[src/ddrrb_pkg.sv]
// Overview of operation
// - On-the-fly: A12 low chops, high gives eight
// - Burst field: 00 eight, 01 on-the-fly, 10 chop
// - READ with A10 low keeps bank open
// - READ with A10 high precharges after burst
// - Each on-the-fly READ uses its own A12
// - Eight-beat READs four clocks apart run seamless
// - No READ spacing of five with long preamble
// - On-the-fly WRITE after READ uses own A12
// - Long write preamble raises lowest write latency
// - READ-to-WRITE gap covers latency, burst, preamble
package ddrrb_pkg;

   // ----------------------------------------------------------------
   // Sizes
   // ----------------------------------------------------------------
   localparam int DQ_W = 16;
   localparam int NUM_BANKS = 16;
   localparam int MEM_AW = 6;
   localparam int MEM_WORDS = 64;
   localparam int LAT_W = 6;
   localparam int LAT_MAX = 64;
   localparam int MR_W = 5;
   localparam int CMD_W = 10;

   // ----------------------------------------------------------------
   // Burst modes, beats and timing in link clocks
   // ----------------------------------------------------------------
   localparam logic [1:0] BL_FIXED8 = 2'h0;
   localparam logic [1:0] BL_OTF = 2'h1;
   localparam logic [1:0] BL_FIXED4 = 2'h2;
   localparam logic [1:0] BEAT_LAST_BL8 = 2'h3;
   localparam logic [1:0] BEAT_LAST_BC4 = 2'h1;
   localparam logic [2:0] WORDS_BL8 = 3'h4;
   localparam logic [2:0] WORDS_BC4 = 3'h2;
   localparam logic [5:0] HALF_BL8 = 6'h04;
   localparam logic [5:0] HALF_BC4 = 6'h02;
   localparam logic [5:0] CCD_MIN = 6'h04;
   localparam logic [5:0] RR_FORBID_PRE2 = 6'h05;
   localparam logic [5:0] WTR_CK = 6'h04;
   localparam logic [5:0] SINCE_MAX = 6'h3F;
   localparam logic [MR_W-1:0] CWL_MIN = 5'h09;

   // ----------------------------------------------------------------
   // Controller registers (byte addresses) and fields
   // ----------------------------------------------------------------
   localparam logic [4:0] REG_CFG = 5'h00;
   localparam logic [4:0] REG_CMD = 5'h04;
   localparam logic [4:0] REG_WD_LO = 5'h08;
   localparam logic [4:0] REG_WD_HI = 5'h0C;
   localparam logic [4:0] REG_RD_LO = 5'h10;
   localparam logic [4:0] REG_RD_HI = 5'h14;
   localparam logic [4:0] REG_STAT = 5'h18;
   localparam int CFG_BL_LSB = 0;
   localparam int CFG_PRE2_BIT = 2;
   localparam int CFG_CL_LSB = 8;
   localparam int CFG_CWL_LSB = 16;
   localparam int CFG_AL_LSB = 24;
   localparam logic [31:0] CFG_RST = 32'h0009_0B00;
   localparam int CMD_OP_LSB = 0;
   localparam int CMD_BG_LSB = 2;
   localparam int CMD_BANK_LSB = 4;
   localparam int CMD_COL_LSB = 6;
   localparam int CMD_A10_BIT = 8;
   localparam int CMD_A12_BIT = 9;
   localparam logic [1:0] OP_ACT = 2'h0;
   localparam logic [1:0] OP_RD = 2'h1;
   localparam logic [1:0] OP_WR = 2'h2;
   localparam logic [1:0] OP_PRE = 2'h3;
   localparam int STAT_PEND_BIT = 0;
   localparam int STAT_WRBUSY_BIT = 1;
   localparam int STAT_BEATS_LSB = 8;

   // ----------------------------------------------------------------
   // Link types
   // ----------------------------------------------------------------
   typedef enum logic [2:0] {
      LC_NOP = 3'h0,
      LC_ACT = 3'h1,
      LC_RD = 3'h2,
      LC_WR = 3'h3,
      LC_PRE = 3'h4
   } ddrrb_cmd_t;

   typedef struct packed {
      ddrrb_cmd_t cmd;
      logic [1:0] bg;
      logic [1:0] bank;
      logic [1:0] col;
      logic a10;
      logic a12;
      logic [1:0] burst;
      logic pre2;
      logic [MR_W-1:0] cl;
      logic [MR_W-1:0] cwl;
      logic [MR_W-1:0] al;
      logic [DQ_W-1:0] wrDq;
   } ddrrb_lin_t;

   typedef struct packed {
      logic v;
      logic wr;
      logic bc4;
      logic ap;
      logic [1:0] bg;
      logic [1:0] bank;
      logic [1:0] col;
   } ddrrb_pend_t;

   localparam ddrrb_pend_t PEND_IDLE = '0;

endpackage

[src/ddrrb_if.sv]
`timescale 1ns/1ps
interface ddrrb_if;
   import ddrrb_pkg::*;
   logic ck;
   ddrrb_lin_t ca;
   logic [DQ_W-1:0] rdDq;
   logic rdValid;
   logic rdFirst;
   logic dqsPre;

   modport ctl (
      output ck,
      output ca,
      input rdDq,
      input rdValid,
      input rdFirst,
      input dqsPre
   );

   modport dev (
      input ck,
      input ca,
      output rdDq,
      output rdValid,
      output rdFirst,
      output dqsPre
   );
endinterface

[src/ddrrb_ctl.sv]
`timescale 1ns/1ps
module ddrrb_ctl
   import ddrrb_pkg::*;
(
   // Clock and reset
   input wire logic ref_clk,
   input wire logic nrst,
   // Avalon-MM slave
   input wire logic [4:0] avs_address,
   input wire logic avs_read,
   input wire logic avs_write,
   input wire logic [31:0] avs_writedata,
   output logic [31:0] avs_readdata,
   output logic avs_waitrequest,
   // Link to the memory
   ddrrb_if.ctl lnk
);

   typedef struct packed {
      logic ck;
      ddrrb_lin_t o;
      logic pendV;
      logic [CMD_W-1:0] pendWord;
      logic [5:0] sinceRd;
      logic [5:0] sinceWr;
      logic [5:0] lastHalf;
      logic [LAT_W-1:0] wrWait;
      logic [2:0] wrLeft;
      logic [1:0] wrIdx;
      logic [DQ_W-1:0] rdDq1;
      logic [DQ_W-1:0] rdDq2;
      logic rdV1;
      logic rdV2;
      logic rdF1;
      logic rdF2;
      logic [3:0][DQ_W-1:0] rdBuf;
      logic [1:0] rdIdx;
      logic [7:0] rdBeats;
   } ddrrb_cst_t;

   ddrrb_cst_t q, d;
   logic [31:0] cfg;
   logic [CMD_W-1:0] cmdWord;
   logic cmdPulse;
   logic [3:0][DQ_W-1:0] wrData;
   logic [31:0] status;
   logic [1:0] op;
   logic [1:0] burst;
   logic pre2;
   logic chop;
   logic [MR_W-1:0] cwlEff;
   logic [LAT_W-1:0] wl;
   logic [5:0] sRd;
   logic [5:0] sWr;
   logic rdOk;
   logic wrOk;
   logic [1:0] idx;

   ddrrb_regs u_regs (
      .ref_clk(ref_clk),
      .nrst(nrst),
      .avs_address(avs_address),
      .avs_read(avs_read),
      .avs_write(avs_write),
      .avs_writedata(avs_writedata),
      .avs_readdata(avs_readdata),
      .avs_waitrequest(avs_waitrequest),
      .cmdBusy(q.pendV),
      .rdData(q.rdBuf),
      .status(status),
      .cfg(cfg),
      .cmdWord(cmdWord),
      .cmdPulse(cmdPulse),
      .wrData(wrData)
   );

   assign status = {16'h0000, q.rdBeats, 6'h00, (q.wrWait != '0) || (q.wrLeft != '0), q.pendV};

   always_comb begin
      d = q;
      d.rdDq1 = lnk.rdDq;
      d.rdDq2 = q.rdDq1;
      d.rdV1 = lnk.rdValid;
      d.rdV2 = q.rdV1;
      d.rdF1 = lnk.rdFirst;
      d.rdF2 = q.rdF1;
      d.ck = !q.ck;
      if (cmdPulse) begin
         d.pendV = 1'b1;
         d.pendWord = cmdWord;
      end
      op = q.pendWord[CMD_OP_LSB +: 2];
      burst = cfg[CFG_BL_LSB +: 2];
      pre2 = cfg[CFG_PRE2_BIT];
      chop = (burst == BL_FIXED4) || ((burst == BL_OTF) && !q.pendWord[CMD_A12_BIT]);
      cwlEff = cfg[CFG_CWL_LSB +: MR_W];
      if (pre2 && (cwlEff <= CWL_MIN)) begin
         cwlEff = cwlEff + 5'h01;
      end
      wl = LAT_W'(cfg[CFG_AL_LSB +: MR_W]) + LAT_W'(cwlEff);
      if (wl == '0) begin
         wl = 6'h01;
      end
      sRd = (q.sinceRd == SINCE_MAX) ? SINCE_MAX : q.sinceRd + 6'h01;
      sWr = (q.sinceWr == SINCE_MAX) ? SINCE_MAX : q.sinceWr + 6'h01;
      rdOk = (sRd >= CCD_MIN) && !(pre2 && (sRd == RR_FORBID_PRE2))
         && (8'(sWr) >= 8'(cwlEff) + 8'(HALF_BL8) + 8'(WTR_CK));
      wrOk = (8'(sRd) + 8'(cwlEff) >= 8'(cfg[CFG_CL_LSB +: MR_W]) + 8'(q.lastHalf)
         + 8'h01 + (pre2 ? 8'h02 : 8'h01))
         && (q.wrWait == '0) && (q.wrLeft == '0);
      idx = q.rdF2 ? 2'h0 : q.rdIdx;
      // ----------------------------------------------------------------
      // Link clock falling edge: commands and write data change here
      // ----------------------------------------------------------------
      if (q.ck) begin
         d.o.cmd = LC_NOP;
         d.o.burst = burst;
         d.o.pre2 = pre2;
         d.o.cl = cfg[CFG_CL_LSB +: MR_W];
         d.o.cwl = cwlEff;
         d.o.al = cfg[CFG_AL_LSB +: MR_W];
         d.sinceRd = sRd;
         d.sinceWr = sWr;
         if (q.pendV && ((op == OP_ACT) || (op == OP_PRE)
               || ((op == OP_RD) && rdOk) || ((op == OP_WR) && wrOk))) begin
            d.pendV = 1'b0;
            d.o.bg = q.pendWord[CMD_BG_LSB +: 2];
            d.o.bank = q.pendWord[CMD_BANK_LSB +: 2];
            d.o.col = q.pendWord[CMD_COL_LSB +: 2];
            d.o.a10 = q.pendWord[CMD_A10_BIT];
            d.o.a12 = q.pendWord[CMD_A12_BIT];
            unique case (op)
               OP_ACT: d.o.cmd = LC_ACT;
               OP_PRE: d.o.cmd = LC_PRE;
               OP_RD: begin
                  d.o.cmd = LC_RD;
                  d.sinceRd = 6'h00;
                  d.lastHalf = chop ? HALF_BC4 : HALF_BL8;
               end
               OP_WR: begin
                  d.o.cmd = LC_WR;
                  d.sinceWr = 6'h00;
                  d.wrWait = wl;
                  d.wrLeft = chop ? WORDS_BC4 : WORDS_BL8;
                  d.wrIdx = 2'h0;
               end
            endcase
         end
         if ((q.wrWait == 6'h01) || ((q.wrWait == '0) && (q.wrLeft != '0))) begin
            d.wrWait = '0;
            d.o.wrDq = wrData[q.wrIdx];
            d.wrIdx = q.wrIdx + 2'h1;
            d.wrLeft = q.wrLeft - 3'h1;
         end else if (q.wrWait > 6'h01) begin
            d.wrWait = q.wrWait - 6'h01;
         end
         if (q.rdV2) begin
            d.rdBuf[idx] = q.rdDq2;
            d.rdIdx = idx + 2'h1;
            d.rdBeats = q.rdBeats + 8'h01;
         end
      end
   end

   always_ff @(posedge ref_clk or negedge nrst) begin
      if (!nrst) begin
         q <= '{sinceRd: SINCE_MAX, sinceWr: SINCE_MAX, default: '0};
      end else begin
         q <= d;
      end
   end

   assign lnk.ck = q.ck;
   assign lnk.ca = q.o;

endmodule // ddrrb_ctl

[src/ddrrb_regs.sv]
`timescale 1ns/1ps
module ddrrb_regs
   import ddrrb_pkg::*;
(
   // Clock and reset
   input wire logic ref_clk,
   input wire logic nrst,
   // Avalon-MM slave
   input wire logic [4:0] avs_address,
   input wire logic avs_read,
   input wire logic avs_write,
   input wire logic [31:0] avs_writedata,
   output logic [31:0] avs_readdata,
   output logic avs_waitrequest,
   // Controller side
   input wire logic cmdBusy,
   input wire logic [63:0] rdData,
   input wire logic [31:0] status,
   output logic [31:0] cfg,
   output logic [CMD_W-1:0] cmdWord,
   output logic cmdPulse,
   output logic [3:0][DQ_W-1:0] wrData
);

   typedef struct packed {
      logic waitReq;
      logic [31:0] rdata;
      logic [31:0] cfg;
      logic [CMD_W-1:0] cmdWord;
      logic cmdPulse;
      logic [3:0][DQ_W-1:0] wd;
   } ddrrb_rst_t;

   ddrrb_rst_t q, d;
   logic stall;

   always_comb begin
      d = q;
      d.cmdPulse = 1'b0;
      d.waitReq = 1'b1;
      // Command slot full: hold the master off instead of dropping
      stall = avs_write && (avs_address == REG_CMD) && (cmdBusy || q.cmdPulse);
      if ((avs_read || avs_write) && q.waitReq && !stall) begin
         d.waitReq = 1'b0;
         d.rdata = 32'h0000_0000;
         if (avs_read) begin
            case (avs_address)
               REG_CFG: d.rdata = q.cfg;
               REG_CMD: d.rdata = 32'(q.cmdWord);
               REG_WD_LO: d.rdata = {q.wd[1], q.wd[0]};
               REG_WD_HI: d.rdata = {q.wd[3], q.wd[2]};
               REG_RD_LO: d.rdata = rdData[31:0];
               REG_RD_HI: d.rdata = rdData[63:32];
               REG_STAT: d.rdata = status;
               default: d.rdata = 32'h0000_0000;
            endcase
         end else begin
            case (avs_address)
               REG_CFG: d.cfg = avs_writedata;
               REG_CMD: begin
                  d.cmdWord = avs_writedata[CMD_W-1:0];
                  d.cmdPulse = 1'b1;
               end
               REG_WD_LO: d.wd[1:0] = avs_writedata;
               REG_WD_HI: d.wd[3:2] = avs_writedata;
               default: ;
            endcase
         end
      end
   end

   always_ff @(posedge ref_clk or negedge nrst) begin
      if (!nrst) begin
         q <= '{waitReq: 1'b1, cfg: CFG_RST, default: '0};
      end else begin
         q <= d;
      end
   end

   assign avs_readdata = q.rdata;
   assign avs_waitrequest = q.waitReq;
   assign cfg = q.cfg;
   assign cmdWord = q.cmdWord;
   assign cmdPulse = q.cmdPulse;
   assign wrData = q.wd;

endmodule // ddrrb_regs

[src/flat_wrapper.sv]
// flat-port wrapper written by rule: the top's interface ports become plain ports
module ddrrb_ctl_flat import ddrrb_pkg::*;
  (ref_clk, nrst, avs_address, avs_read, avs_write, avs_writedata, avs_readdata, avs_waitrequest, lnk_ck, lnk_ca, lnk_rdDq, lnk_rdValid, lnk_rdFirst, lnk_dqsPre);
  ddrrb_if lnk_i ();
  input wire logic ref_clk;
  input wire logic nrst;
  input wire logic [4:0] avs_address;
  input wire logic avs_read;
  input wire logic avs_write;
  input wire logic [31:0] avs_writedata;
  output logic [31:0] avs_readdata;
  output logic avs_waitrequest;
  output wire logic [$bits(lnk_i.ck)-1:0] lnk_ck;
  output wire logic [$bits(lnk_i.ca)-1:0] lnk_ca;
  input wire logic [$bits(lnk_i.rdDq)-1:0] lnk_rdDq;
  input wire logic [$bits(lnk_i.rdValid)-1:0] lnk_rdValid;
  input wire logic [$bits(lnk_i.rdFirst)-1:0] lnk_rdFirst;
  input wire logic [$bits(lnk_i.dqsPre)-1:0] lnk_dqsPre;
  assign lnk_ck = lnk_i.ck;
  assign lnk_ca = lnk_i.ca;
  assign lnk_i.rdDq = lnk_rdDq;
  assign lnk_i.rdValid = lnk_rdValid;
  assign lnk_i.rdFirst = lnk_rdFirst;
  assign lnk_i.dqsPre = lnk_dqsPre;
  ddrrb_ctl u_core (.ref_clk(ref_clk), .nrst(nrst), .avs_address(avs_address), .avs_read(avs_read), .avs_write(avs_write), .avs_writedata(avs_writedata), .avs_readdata(avs_readdata), .avs_waitrequest(avs_waitrequest), .lnk(lnk_i));
endmodule
[config.mk]
export PLATFORM = sky130hd
export DESIGN_NAME = ddrrb_ctl_flat
export DESIGN_NICKNAME = d
export VERILOG_FILES = /design/src/ddrrb_pkg.sv /design/src/ddrrb_if.sv /design/src/ddrrb_ctl.sv /design/src/ddrrb_regs.sv /design/src/flat_wrapper.sv
export SDC_FILE = /design/constraint.sdc
export NUM_CORES = 1
export LEC_CHECK = 0
export BUFFER_PORTS_ARGS = -buffer_cell sky130_fd_sc_hd__buf_2
export CAP_MARGIN = 10
export CORE_ASPECT_RATIO = 1.25
export CORE_MARGIN = 4
export CORE_UTILIZATION = 45
export CTS_BUF_LIST = sky130_fd_sc_hd__clkbuf_16
export DETAILED_ROUTE_END_ITERATION = 12
export PLACE_DENSITY = 0.7
export SLEW_MARGIN = 40
export SYNTH_ARGS = -nofsm -noshare
export SYNTH_HDL_FRONTEND = slang
export SYNTH_SLANG_ARGS = --single-unit
[constraint.sdc]
create_clock -name ref_clk -period 5.71 [get_ports ref_clk]
set_clock_uncertainty 0.05 [all_clocks]
set_input_delay 1.713 -clock ref_clk [delete_from_list [all_inputs] [get_ports ref_clk]]
set_output_delay 1.713 -clock ref_clk [all_outputs]
set_load 0.1 [all_outputs]
==> flow_metrics.tcl, run 1 <==
set metrics [dict create \
    period_share_pct 82.7 \
    cts-root-buf "clkbuf_16" \
    r2r_start "u_core.u_regs.cfg[17]" \
    slew_viol_final 0 \
    met2_usage_pct 33.9 \
    grt-ovfl-total 0 \
    post_cts_resized 0 \
    worst_path_max_delay_cell "o21ai_1" \
    clk_latency_ns 0.52 \
    met3_usage_pct 3.68 \
    avgSynthCellArea_um2 12.5 \
    vdd_drop_max_mv 0.221 \
    required_ns 6.06 \
    busiest_layer "met2" \
    die_h_um 216 \
    period_needed_ns 4.72 \
    max_slew_margin_pct 44.8 \
    power_density_nw_per_um2 436 \
    grt_max_degree 119 \
    r2r_cells 17 \
    die_area_um2 37500 \
    final_common_cell "dfrtp_1" \
    worstHoldStart "u_core.d[85]" \
    post_cts_buffers 0 \
    crit_path_end_kind "flop" \
    synth_area_um2 15500 \
    wl_per_cell_um 21.0 \
    track_usage_pct 20.0 \
    hp-class "reg -> reg" \
    cts-hold-fix-buffers 0 \
    fmax_ghz 0.212 \
    grtUsageMet1_pct 25.7 \
    max_stage_delay_ns 0.59 \
    drive_gt1_share_pct 34.8 \
    std_cell_rows 75 \
    numCtsBuffers 35 \
    arrival_ns 5.08 \
    start_kind "flop" \
    numPortBuffers 137 \
    vias 10200 \
    async_flop_share_pct 100 \
    worstMarginPinSlew_ns 0.821 \
    synth_seq_cells 332 \
    clockBufferDepth 3 \
    cts_tree "yes" \
    synth_edf_count 0 \
    outcome "finished clean" \
    grt_pass1_vias 10500 \
    critPathKind "reg -> reg" \
    holdPathEnd "u_core.q[85]" \
    first_iter_violations 741 \
    core_um2 33800 \
    ys_warn_count 0 \
    drc 0 \
    timing.rr.end "u_core.q[120]" \
    ios 139 \
    dp_hpwl_um 25600 \
    cap_violations 0 \
    hold_depth 0 \
    place.gp.congestion 0.856 \
    routed_wl_um 37700 \
    final_core_util_pct 51.9 \
    fin_nets 1449 \
    rsz0062_at_grt "no" \
    setup_viol 0 \
    tns_ns 0 \
    ys.flop_type "dfrtp_1" \
    reg2reg_slack_ns 0.99 \
    synthToLayoutAreaGrowth_pct 13.1 \
    synth-seq-area-share_pct 53.7 \
    synth_fp_nets 1352 \
    p_leak_nw 8.43 \
    htree_levels 2 \
    initial_core_util_pct 45.9 \
    path_max_fanout 11 \
    grt_pass1_wl_um 59600 \
    path_cells "inv_1 > ha_1 > or3_1 > a31oi_1 > a41oi_1 > ha_1 > a21oi_1 > o21ai_0 > xnor2_1 > ha_1 > nor4b_1 > nand2_1 > o2bb2ai_1 > o21ai_0 > o21ai_1 > nor2_1 > a22o_1" \
    dr.pass1.iters 5 \
    synth.distinct_cells 65 \
    hold_viol 0 \
    antenna_found_initial 3 \
    die_x_um 174 \
    post_drt_via_cell_ratio 5.67 \
    path_clk_slew_ns 0.06 \
    final_cell_mix "dfrtp_1, mux2_2, buf_2, nand2_1, o21ai_0" \
    final_antenna_net_count 0 \
    path_common_cell "ha_1" \
    cts_sinks 332 \
    netlist_instances 1245 \
]
cells in the mapped netlist, types with 4 or more instances:
cell | n | area [µm²]
a211oi_1 | 4 | 30.0
a21o_1 | 5 | 37.5
a21oi_1 | 27 | 135
a221oi_1 | 28 | 245
a22o_1 | 11 | 96.3
a31oi_1 | 8 | 50.1
and2_1 | 5 | 31.3
buf_1 | 7 | 26.3
buf_2 | 12 | 60.1
buf_4 | 46 | 345
clkbuf_1 | 37 | 139
dfrtp_1 | 314 | 7860
dfstp_2 | 18 | 473
ha_1 | 45 | 563
inv_1 | 27 | 101
mux2_2 | 217 | 2440
mux2i_1 | 48 | 480
mux4_2 | 16 | 360
nand2_1 | 121 | 454
nand2b_1 | 6 | 37.5
nand3_1 | 13 | 65.1
nand4_1 | 4 | 25.0
nor2_1 | 36 | 135
nor2b_1 | 9 | 56.3
nor3_1 | 4 | 20.0
nor3b_1 | 5 | 37.5
o211ai_1 | 4 | 30.0
o21ai_0 | 77 | 385
o22ai_1 | 10 | 62.6
o2bb2ai_1 | 4 | 35.0
xnor2_1 | 14 | 123
xor2_1 | 14 | 123
flip-flops by register name, summed over array words and instances, names as in the netlist:
name / count
u_core.lnk.ca: 45
u_core.op: 2
u_core.u_regs.cmdPulse: 1
u_core.q: 126
u_core.u_regs.avs_waitrequest: 1
u_core.u_regs.cfg: 32
u_core.u_regs.avs_readdata: 32
u_core.d: 18
u_core.u_regs.cmdWord: 10
u_core.u_regs.wrData: 64
u_core.lnk.ck: 1
power breakdown:
part           internal, mW  leakage, nW  total [mW]  switching [mW]
combinational         0.851         3.60        2.28            1.42
sequential             2.79         4.25        3.14           0.351
clock                  1.31        0.575        2.23           0.923
total                  4.95         8.43        7.64            2.70
worst max-delay path: cells and delay by family (launching register included):
family | cells | cell delay [ns]
DFF | 1 | 0.42
AOI/OAI and AO/OA | 8 | 2.16
xor gates and xnor gates | 1 | 0.15
and+or+nand+nor | 4 | 0.87
buffers and inverters | 1 | 0.11
adders and majority gates | 3 | 0.88
how the worst max path moves through the flow:
stage | from | endpoint | slack [ns] | cells past startpoint
after CTS | u_core.u_regs.cfg[17] | u_core.q[120] | 0.99 | 17
after detailed placement | u_core.u_regs.cfg[17] | u_core.q[120] | 1.01 | 17
after floorplan | u_core.u_regs.cfg[17] | u_core.lnk.ca[34] | 1.56 | 19
after global placement | u_core.u_regs.cfg[17] | u_core.q[120] | 1.10 | 18
after global routing | u_core.u_regs.cfg[17] | u_core.q[120] | 0.60 | 20
final | u_core.u_regs.cfg[17] | u_core.q[120] | 0.99 | 17
cell type report:
cell class	count	area, µm²
clock buffers	37	926
clock inverters	26	200
multi-input cells	783	6530
diodes	2	5.00
repair buffers	162	926
inverters	28	105
flip-flops and latches	332	8330
fillers	2913	16200
well taps	423	529
metrics by stage:
| stage | setup WS [ns] | hold WS (ns) | power, mW | instances | area (µm²) |
|---|---|---|---|---|---|
| detailed placement | 1.01 | 0.285 | 5.46 | 1726 | 16400 |
| CTS | 0.988 | 0.298 | 7.70 | 1789 | 17500 |
| finish | 0.986 | 0.297 | 7.64 | 1793 | 17500 |
| global placement | 1.10 | 0.286 | 5.38 | 1726 | 16400 |
| global route | 0.600 | 0.301 | 8.04 | 1793 | 17500 |
| floorplan | 1.56 | 0.281 | 4.98 | 1245 | 15500 |
layer usage:
layer | share of wire [%] | vias to the layer above
met5 | 0.019 | -
met3 | 5.4 | 78
li1 | - | 4637
met1 | 41 | 5195
met4 | 3.6 | 2
met2 | 50 | 255
cell families (layout without fill, tap and decap cells):
group	Yosys count	in the layout	share of synthesized area (%)
flops	332	332	53.7
compound gates	203	203	8.60
other cells	1	3	0.0242
mux	282	282	21.3
xor+xnor	28	28	1.58
simple gates	221	221	6.54
buf+inv	130	253	4.35
fa+ha+maj	48	48	3.95
(Power assumes the default switching activity.)
==> run 2, diff against run 1 <==
- PLACE_DENSITY: 0.7 -> 0.73
- clock period: 5.71 -> 4 ns (I/O delays scaled with it)
==> flow_metrics.tcl, run 2 (synthesis results as in run 1) <==
set metrics [dict create \
    final_core_util_pct 53.4 \
    hp-class "reg -> reg" \
    drive_gt1_share_pct 37.9 \
    htree_levels 2 \
    track_usage_pct 20.5 \
    r2r_cells 20 \
    crit_family "compound AO/OA/AOI/OAI gates" \
    grt_pass1_vias 11000 \
    start_kind "flop" \
    multi_input_area_um2 6650 \
    p_leak_nw 8.67 \
    dr.pass1.iters 5 \
    path_cells "nor2_4 > o311ai_4 > mux2i_4 > xor2_1 > ha_2 > a21o_1 > a21o_1 > a21o_1 > a21oi_2 > nor2_1 > ha_1 > o211ai_1 > nand2_1 > nand3_2 > o2bb2ai_4 > o22ai_4 > buf_6 > nand3_1 > nor4b_2 > o32a_1" \
    crit_path_end_kind "flop" \
    switchingPower_mw 3.99 \
    fin_hold_ws_ns 0.297 \
    max_stage_delay_ns 0.63 \
    period_needed_ns 4.09 \
    grt_pass1_wl_um 61400 \
    regArea_um2 8330 \
    fmax_ghz 0.244 \
    clk_latency_ns 0.54 \
    die_x_um 174 \
    die_h_um 216 \
    numCtsBuffers 35 \
    setup_viol 18 \
    pwr-share-comb_pct 31.5 \
    path_buf_inv 1 \
    period_share_pct 102 \
    cap_violations 0 \
    vias 10400 \
    clockBufferDepth 3 \
    clkPwrFrac_pct 28.8 \
    final_cell_mix "dfrtp_1, mux2_2, buf_2, nand2_1, o21ai_0" \
    first_iter_violations 643 \
    path_clk_slew_ns 0.06 \
    path_common_cell "a21o_1" \
    path_max_fanout 6 \
    grt_max_degree 83 \
    ios 139 \
    dp_cells 1763 \
    p_int_mw 7.25 \
    critPathKind "reg -> reg" \
    p_sw_share_pct 35.5 \
    fillCellCount 2815 \
    fin_cells 1837 \
    hold_viol 0 \
    power_density_nw_per_um2 623 \
    place.gp.congestion 0.836 \
    hold_depth 0 \
    path_depth 20 \
    vdd_drop_max_mv 0.278 \
    drc 0 \
    regMostFlops "u_core.q" \
    required_ns 4.42 \
    worstMarginPinSlew_ns 0.806 \
    fin_nets 1490 \
    cts-hold-fix-buffers 0 \
    cts_tree "yes" \
    max_slew_margin_pct 46.1 \
    tns_ns -0.646 \
    finalPower_mw 11.2 \
    grt-ovfl-total 0 \
    initial_core_util_pct 45.9 \
    die_area_um2 37500 \
    worst_path_max_delay_cell "dfstp_2" \
    core_um2 33800 \
    wl_per_cell_um 21.0 \
    cts-root-buf "clkbuf_16" \
    violations "negative setup slack" \
    routed_wl_um 38500 \
    seqPwrFrac_pct 39.7 \
    synthToLayoutAreaGrowth_pct 16.2 \
    numPortBuffers 137 \
    arrival_ns 4.51 \
    cts_sinks 332 \
    slew_viol_final 0 \
    rsz0062_at_grt "yes" \
    dp_hpwl_um 26800 \
    worst_slack_ns -0.0908 \
    antenna_found_initial 9 \
    largest_reg_flops 126 \
    post_drt_via_cell_ratio 5.67 \
    final_antenna_net_count 0 \
    std_cell_rows 75 \
    final_common_cell "dfrtp_1" \
    outcome "finished, violations left" \
]
[run 2: cell types whose count changed in the layout (fill, tap and decap cells not counted), moves of 3 or more]
| cell | before | now |
|---|---|---|
| diode_2 | 2 | 6 |
| o21ai_0 | 77 | 74 |
| o21ai_1 | 3 | 6 |
| buf_12 | 2 | 5 |
| buf_4 | 21 | 59 |
[run 2: path summary, 6_finish.rpt]
check | startpoint | end | slack, ns
max | u_core.u_regs.cfg[16] | u_core.q[115] | -0.09
min | u_core.d[83] | u_core.q[83] | 0.30
max reg2reg | u_core.u_regs.cfg[16] | u_core.q[115] | -0.09
min reg2reg | u_core.d[83] | u_core.q[83] | 0.30
max in group asynchronous | nrst | u_core.u_regs.cfg[9] | 2.36
min in group asynchronous | nrst | u_core.d[83] | 0.59
[run 2: area by class of cell]
| class | count | share of cell area, % |
|---|---|---|
| inverter | 28 | 0.583 |
| antenna | 6 | 0.0833 |
| timing repair buffer | 203 | 6.99 |
| multi-input combinational | 783 | 36.9 |
| clock buffer | 36 | 5.00 |
| sequential | 332 | 46.2 |
| tap | 423 | 2.94 |
| clock inverter | 26 | 1.31 |
[run 2: power by group through the flow]
| stage | Sequential, mW | Clock (mW) | Combinational (mW) |
|---|---|---|---|
| finish | 4.46 | 3.23 | 3.54 |
| floorplan | 4.34 | 0 | 2.79 |
| detailed placement | 4.51 | 0 | 3.45 |
| CTS | 4.45 | 3.29 | 3.53 |
| global route | 4.53 | 3.44 | 3.83 |
| global placement | 4.47 | 0 | 3.37 |
[run 2: routing by layer]
metal	GRT usage (%)	up-vias	part of all wire, %
li1	-	4738	-
met5	0	-	0.060
met4	8.32	6	3.6
met1	25.5	5316	40
met3	4.69	83	5.7
met2	34.8	270	51
[run 2: worst reg2reg max path: stages, from the launching register on]
cell	delay [ns]
dfstp_2	0.63
nor2_4	0.07
o311ai_4	0.30
mux2i_4	0.30
xor2_1	0.09
ha_2	0.18
a21o_1	0.17
a21o_1	0.16
a21o_1	0.18
a21oi_2	0.12
nor2_1	0.05
ha_1	0.30
o211ai_1	0.08
nand2_1	0.11
nand3_2	0.11
o2bb2ai_4	0.17
o22ai_4	0.27
buf_6	0.17
nand3_1	0.08
nor4b_2	0.25
o32a_1	0.18
[run 2: what timing repair did]
action | CTS | global route
endpoints found under the setup margin | 34 | 37
gates cloned | 0 | 0
endpoints found under the hold margin | 0 | 0
pin swaps | 15 | 4
resized for setup | 11 | 8
setup buffers | 3 | 3
[run 2: metrics by stage]
| step | setup WS [ns] | cell area [µm²] |
|---|---|---|
| final | -0.0908 | 18000 |
| after global placement | -0.155 | 16700 |
| after global routing | -0.281 | 18000 |
| after floorplan | 0.00903 | 15600 |
| after CTS | -0.0624 | 18000 |
| after detailed placement | -0.299 | 16700 |
==> run 3, diff against run 2 <==
- RECOVER_POWER: not set -> 100
==> flow_metrics.tcl, run 3 (synthesis results as in run 1) <==
set metrics [dict create \
    required_ns 4.42 \
    rsz0062_at_grt "yes" \
    routed_wl_um 38500 \
    die_h_um 216 \
    first_iter_violations 656 \
    cts-hold-fix-buffers 0 \
    post_drt_via_cell_ratio 5.68 \
    met3_usage_pct 4.69 \
    worstMarginPinSlew_ns 2.18 \
    cts_tree "yes" \
    numPortBuffers 137 \
    busiest_layer "met2" \
    multi_input_area_um2 6650 \
    grt-ovfl-total 0 \
    arrival_ns 4.51 \
    dpl_cell_area_um2 16700 \
    place.gp.congestion 0.836 \
    clk_latency_ns 0.54 \
    fin_nets 1490 \
    synthToLayoutAreaGrowth_pct 16.1 \
    path_clk_slew_ns 0.06 \
    hp-class "reg -> reg" \
    regMostFlops "u_core.q" \
    grt_max_degree 83 \
    ios 139 \
    clockBufferDepth 3 \
    max_stage_delay_ns 0.64 \
    slew_viol_final 80 \
    met2_usage_pct 34.8 \
    setup_viol 21 \
    period_needed_ns 4.10 \
    pwr-share-comb_pct 31.5 \
    cap_violations 1 \
    path_max_fanout 6 \
    design_area_um2 18000 \
    regArea_um2 8330 \
    largest_reg_flops 126 \
    p_sw_share_pct 35.6 \
    tns_ns -0.887 \
    grtUsageMet1_pct 25.5 \
    violations "max-capacitance violations, max-slew violations, negative setup slack" \
    crit_path_end_kind "flop" \
    hold_viol 0 \
    wl_per_cell_um 21.0 \
    std_cell_rows 75 \
    numCtsBuffers 35 \
    die_area_um2 37500 \
    path_common_cell "a21o_1" \
    fmax_ghz 0.244 \
    clkPwrFrac_pct 28.8 \
    outcome "finished, violations left" \
    start_kind "flop" \
    htree_levels 2 \
    die_x_um 174 \
    critPathKind "reg -> reg" \
    path_cells "nor2_4 > o311ai_4 > mux2i_4 > xor2_1 > ha_2 > a21o_1 > a21o_1 > a21o_1 > a21oi_2 > nor2_1 > ha_1 > o211ai_1 > nand2_1 > nand3_2 > o2bb2ai_4 > o22ai_4 > buf_6 > nand3_1 > nor4b_2 > o32a_1" \
    dp_hpwl_um 26800 \
    core_um2 33800 \
    power_density_nw_per_um2 624 \
    vias 10400 \
    switchingPower_mw 4.00 \
    dr.pass1.iters 5 \
    drive_gt1_share_pct 37.7 \
    grt_pass1_vias 11000 \
    p_leak_nw 8.65 \
    track_usage_pct 20.5 \
    finalPower_mw 11.2 \
    vdd_drop_max_mv 0.278 \
    seqPwrFrac_pct 39.7 \
    p_int_mw 7.25 \
    worst_path_max_delay_cell "dfstp_2" \
    drc 0 \
    max_slew_margin_pct -45.1 \
    grt_pass1_wl_um 61400 \
    worst_slack_ns -0.0966 \
    cts-root-buf "clkbuf_16" \
    final_antenna_net_count 0 \
    final_cell_mix "dfrtp_1, mux2_2, buf_2, nand2_1, o21ai_0" \
    antenna_found_initial 9 \
    cts_sinks 332 \
    period_share_pct 102 \
    final_common_cell "dfrtp_1" \
    initial_core_util_pct 45.9 \
    fillCellCount 2818 \
]
run 3: cell count changes in the layout (fill, tap and decap cells not counted):
cell and delta:
clkbuf_2 +1, buf_2 -1, clkbuf_1 +3, buf_8 -1, buf_4 -2
run 3: power by group through the flow:
stage,clock network [mW],registers (mW),logic (mW)
floorplan,0,4.34,2.79
global placement,0,4.47,3.37
detailed placement,0,4.51,3.45
CTS,3.29,4.45,3.53
global route,3.44,4.53,3.83
finish,3.24,4.46,3.54
run 3: final timing paths:
| path | from | endpoint | slack (ns) | depth (start not counted) |
|---|---|---|---|---|
| worst max-delay path | u_core.u_regs.cfg[16] | u_core.q[115] | -0.1 | 20 |
| worst min-delay path | u_core.d[83] | u_core.q[83] | 0.30 | 0 |
| worst max register to register | u_core.u_regs.cfg[16] | u_core.q[115] | -0.1 | 20 |
| worst min register to register | u_core.d[83] | u_core.q[83] | 0.30 | 0 |
| max in group asynchronous | nrst | u_core.u_regs.cfg[9] | 1.21 | 2 |
| min in group asynchronous | nrst | u_core.d[83] | 1.22 | 1 |
run 3: critical path, delay by kind of cell (launching register included):
kind,cells,cell delay [ns]
xor gates and xnor gates,1,0.09
muxes,1,0.30
DFF,1,0.64
and+or+nand+nor,6,0.67
adders and majority gates,2,0.48
buffers and inverters,1,0.17
AOI/OAI and AO/OA,9,1.63
run 3: area by class of cell:
cell class                      instances  share of cell area, %
Tap cell                              423                   2.94
Sequential cell                       332                   46.3
Clock buffer                           36                   5.00
Multi-Input combinational cell        783                   36.9
Antenna cell                            6                 0.0834
Clock inverter                         26                   1.31
Timing Repair Buffer                  203                   6.90
Inverter                               28                  0.583
run 3: what timing repair did:
item / in CTS / in global routing
pin swaps: 15 / 4
setup endpoints to repair: 34 / 37
setup buffers: 3 / 3
gates cloned: 0 / 0
hold endpoints to repair: 0 / 0
resized for setup: 11 / 8
run 3: stage by stage:
stage	cells	worst slack, ns	util [%]	hold WS, ns
global placement	1763	-0.155	49.5	0.284
CTS	1828	-0.0624	53.2	0.299
floorplan	1245	0.00903	-	0.281
global route	1836	-0.281	53.3	0.306
finish	1837	-0.0966	53.3	0.297
detailed placement	1763	-0.299	49.6	0.285
run 3: per-layer routing:
layer  part of all wire [%]  vias up  wire length [µm]
met5                  0.060        -                23
met4                    3.5        6              1340
met3                    5.6       74              2170
met2                     51      264             19700
met1                     40     5357             15300
li1                       -     4728                 -
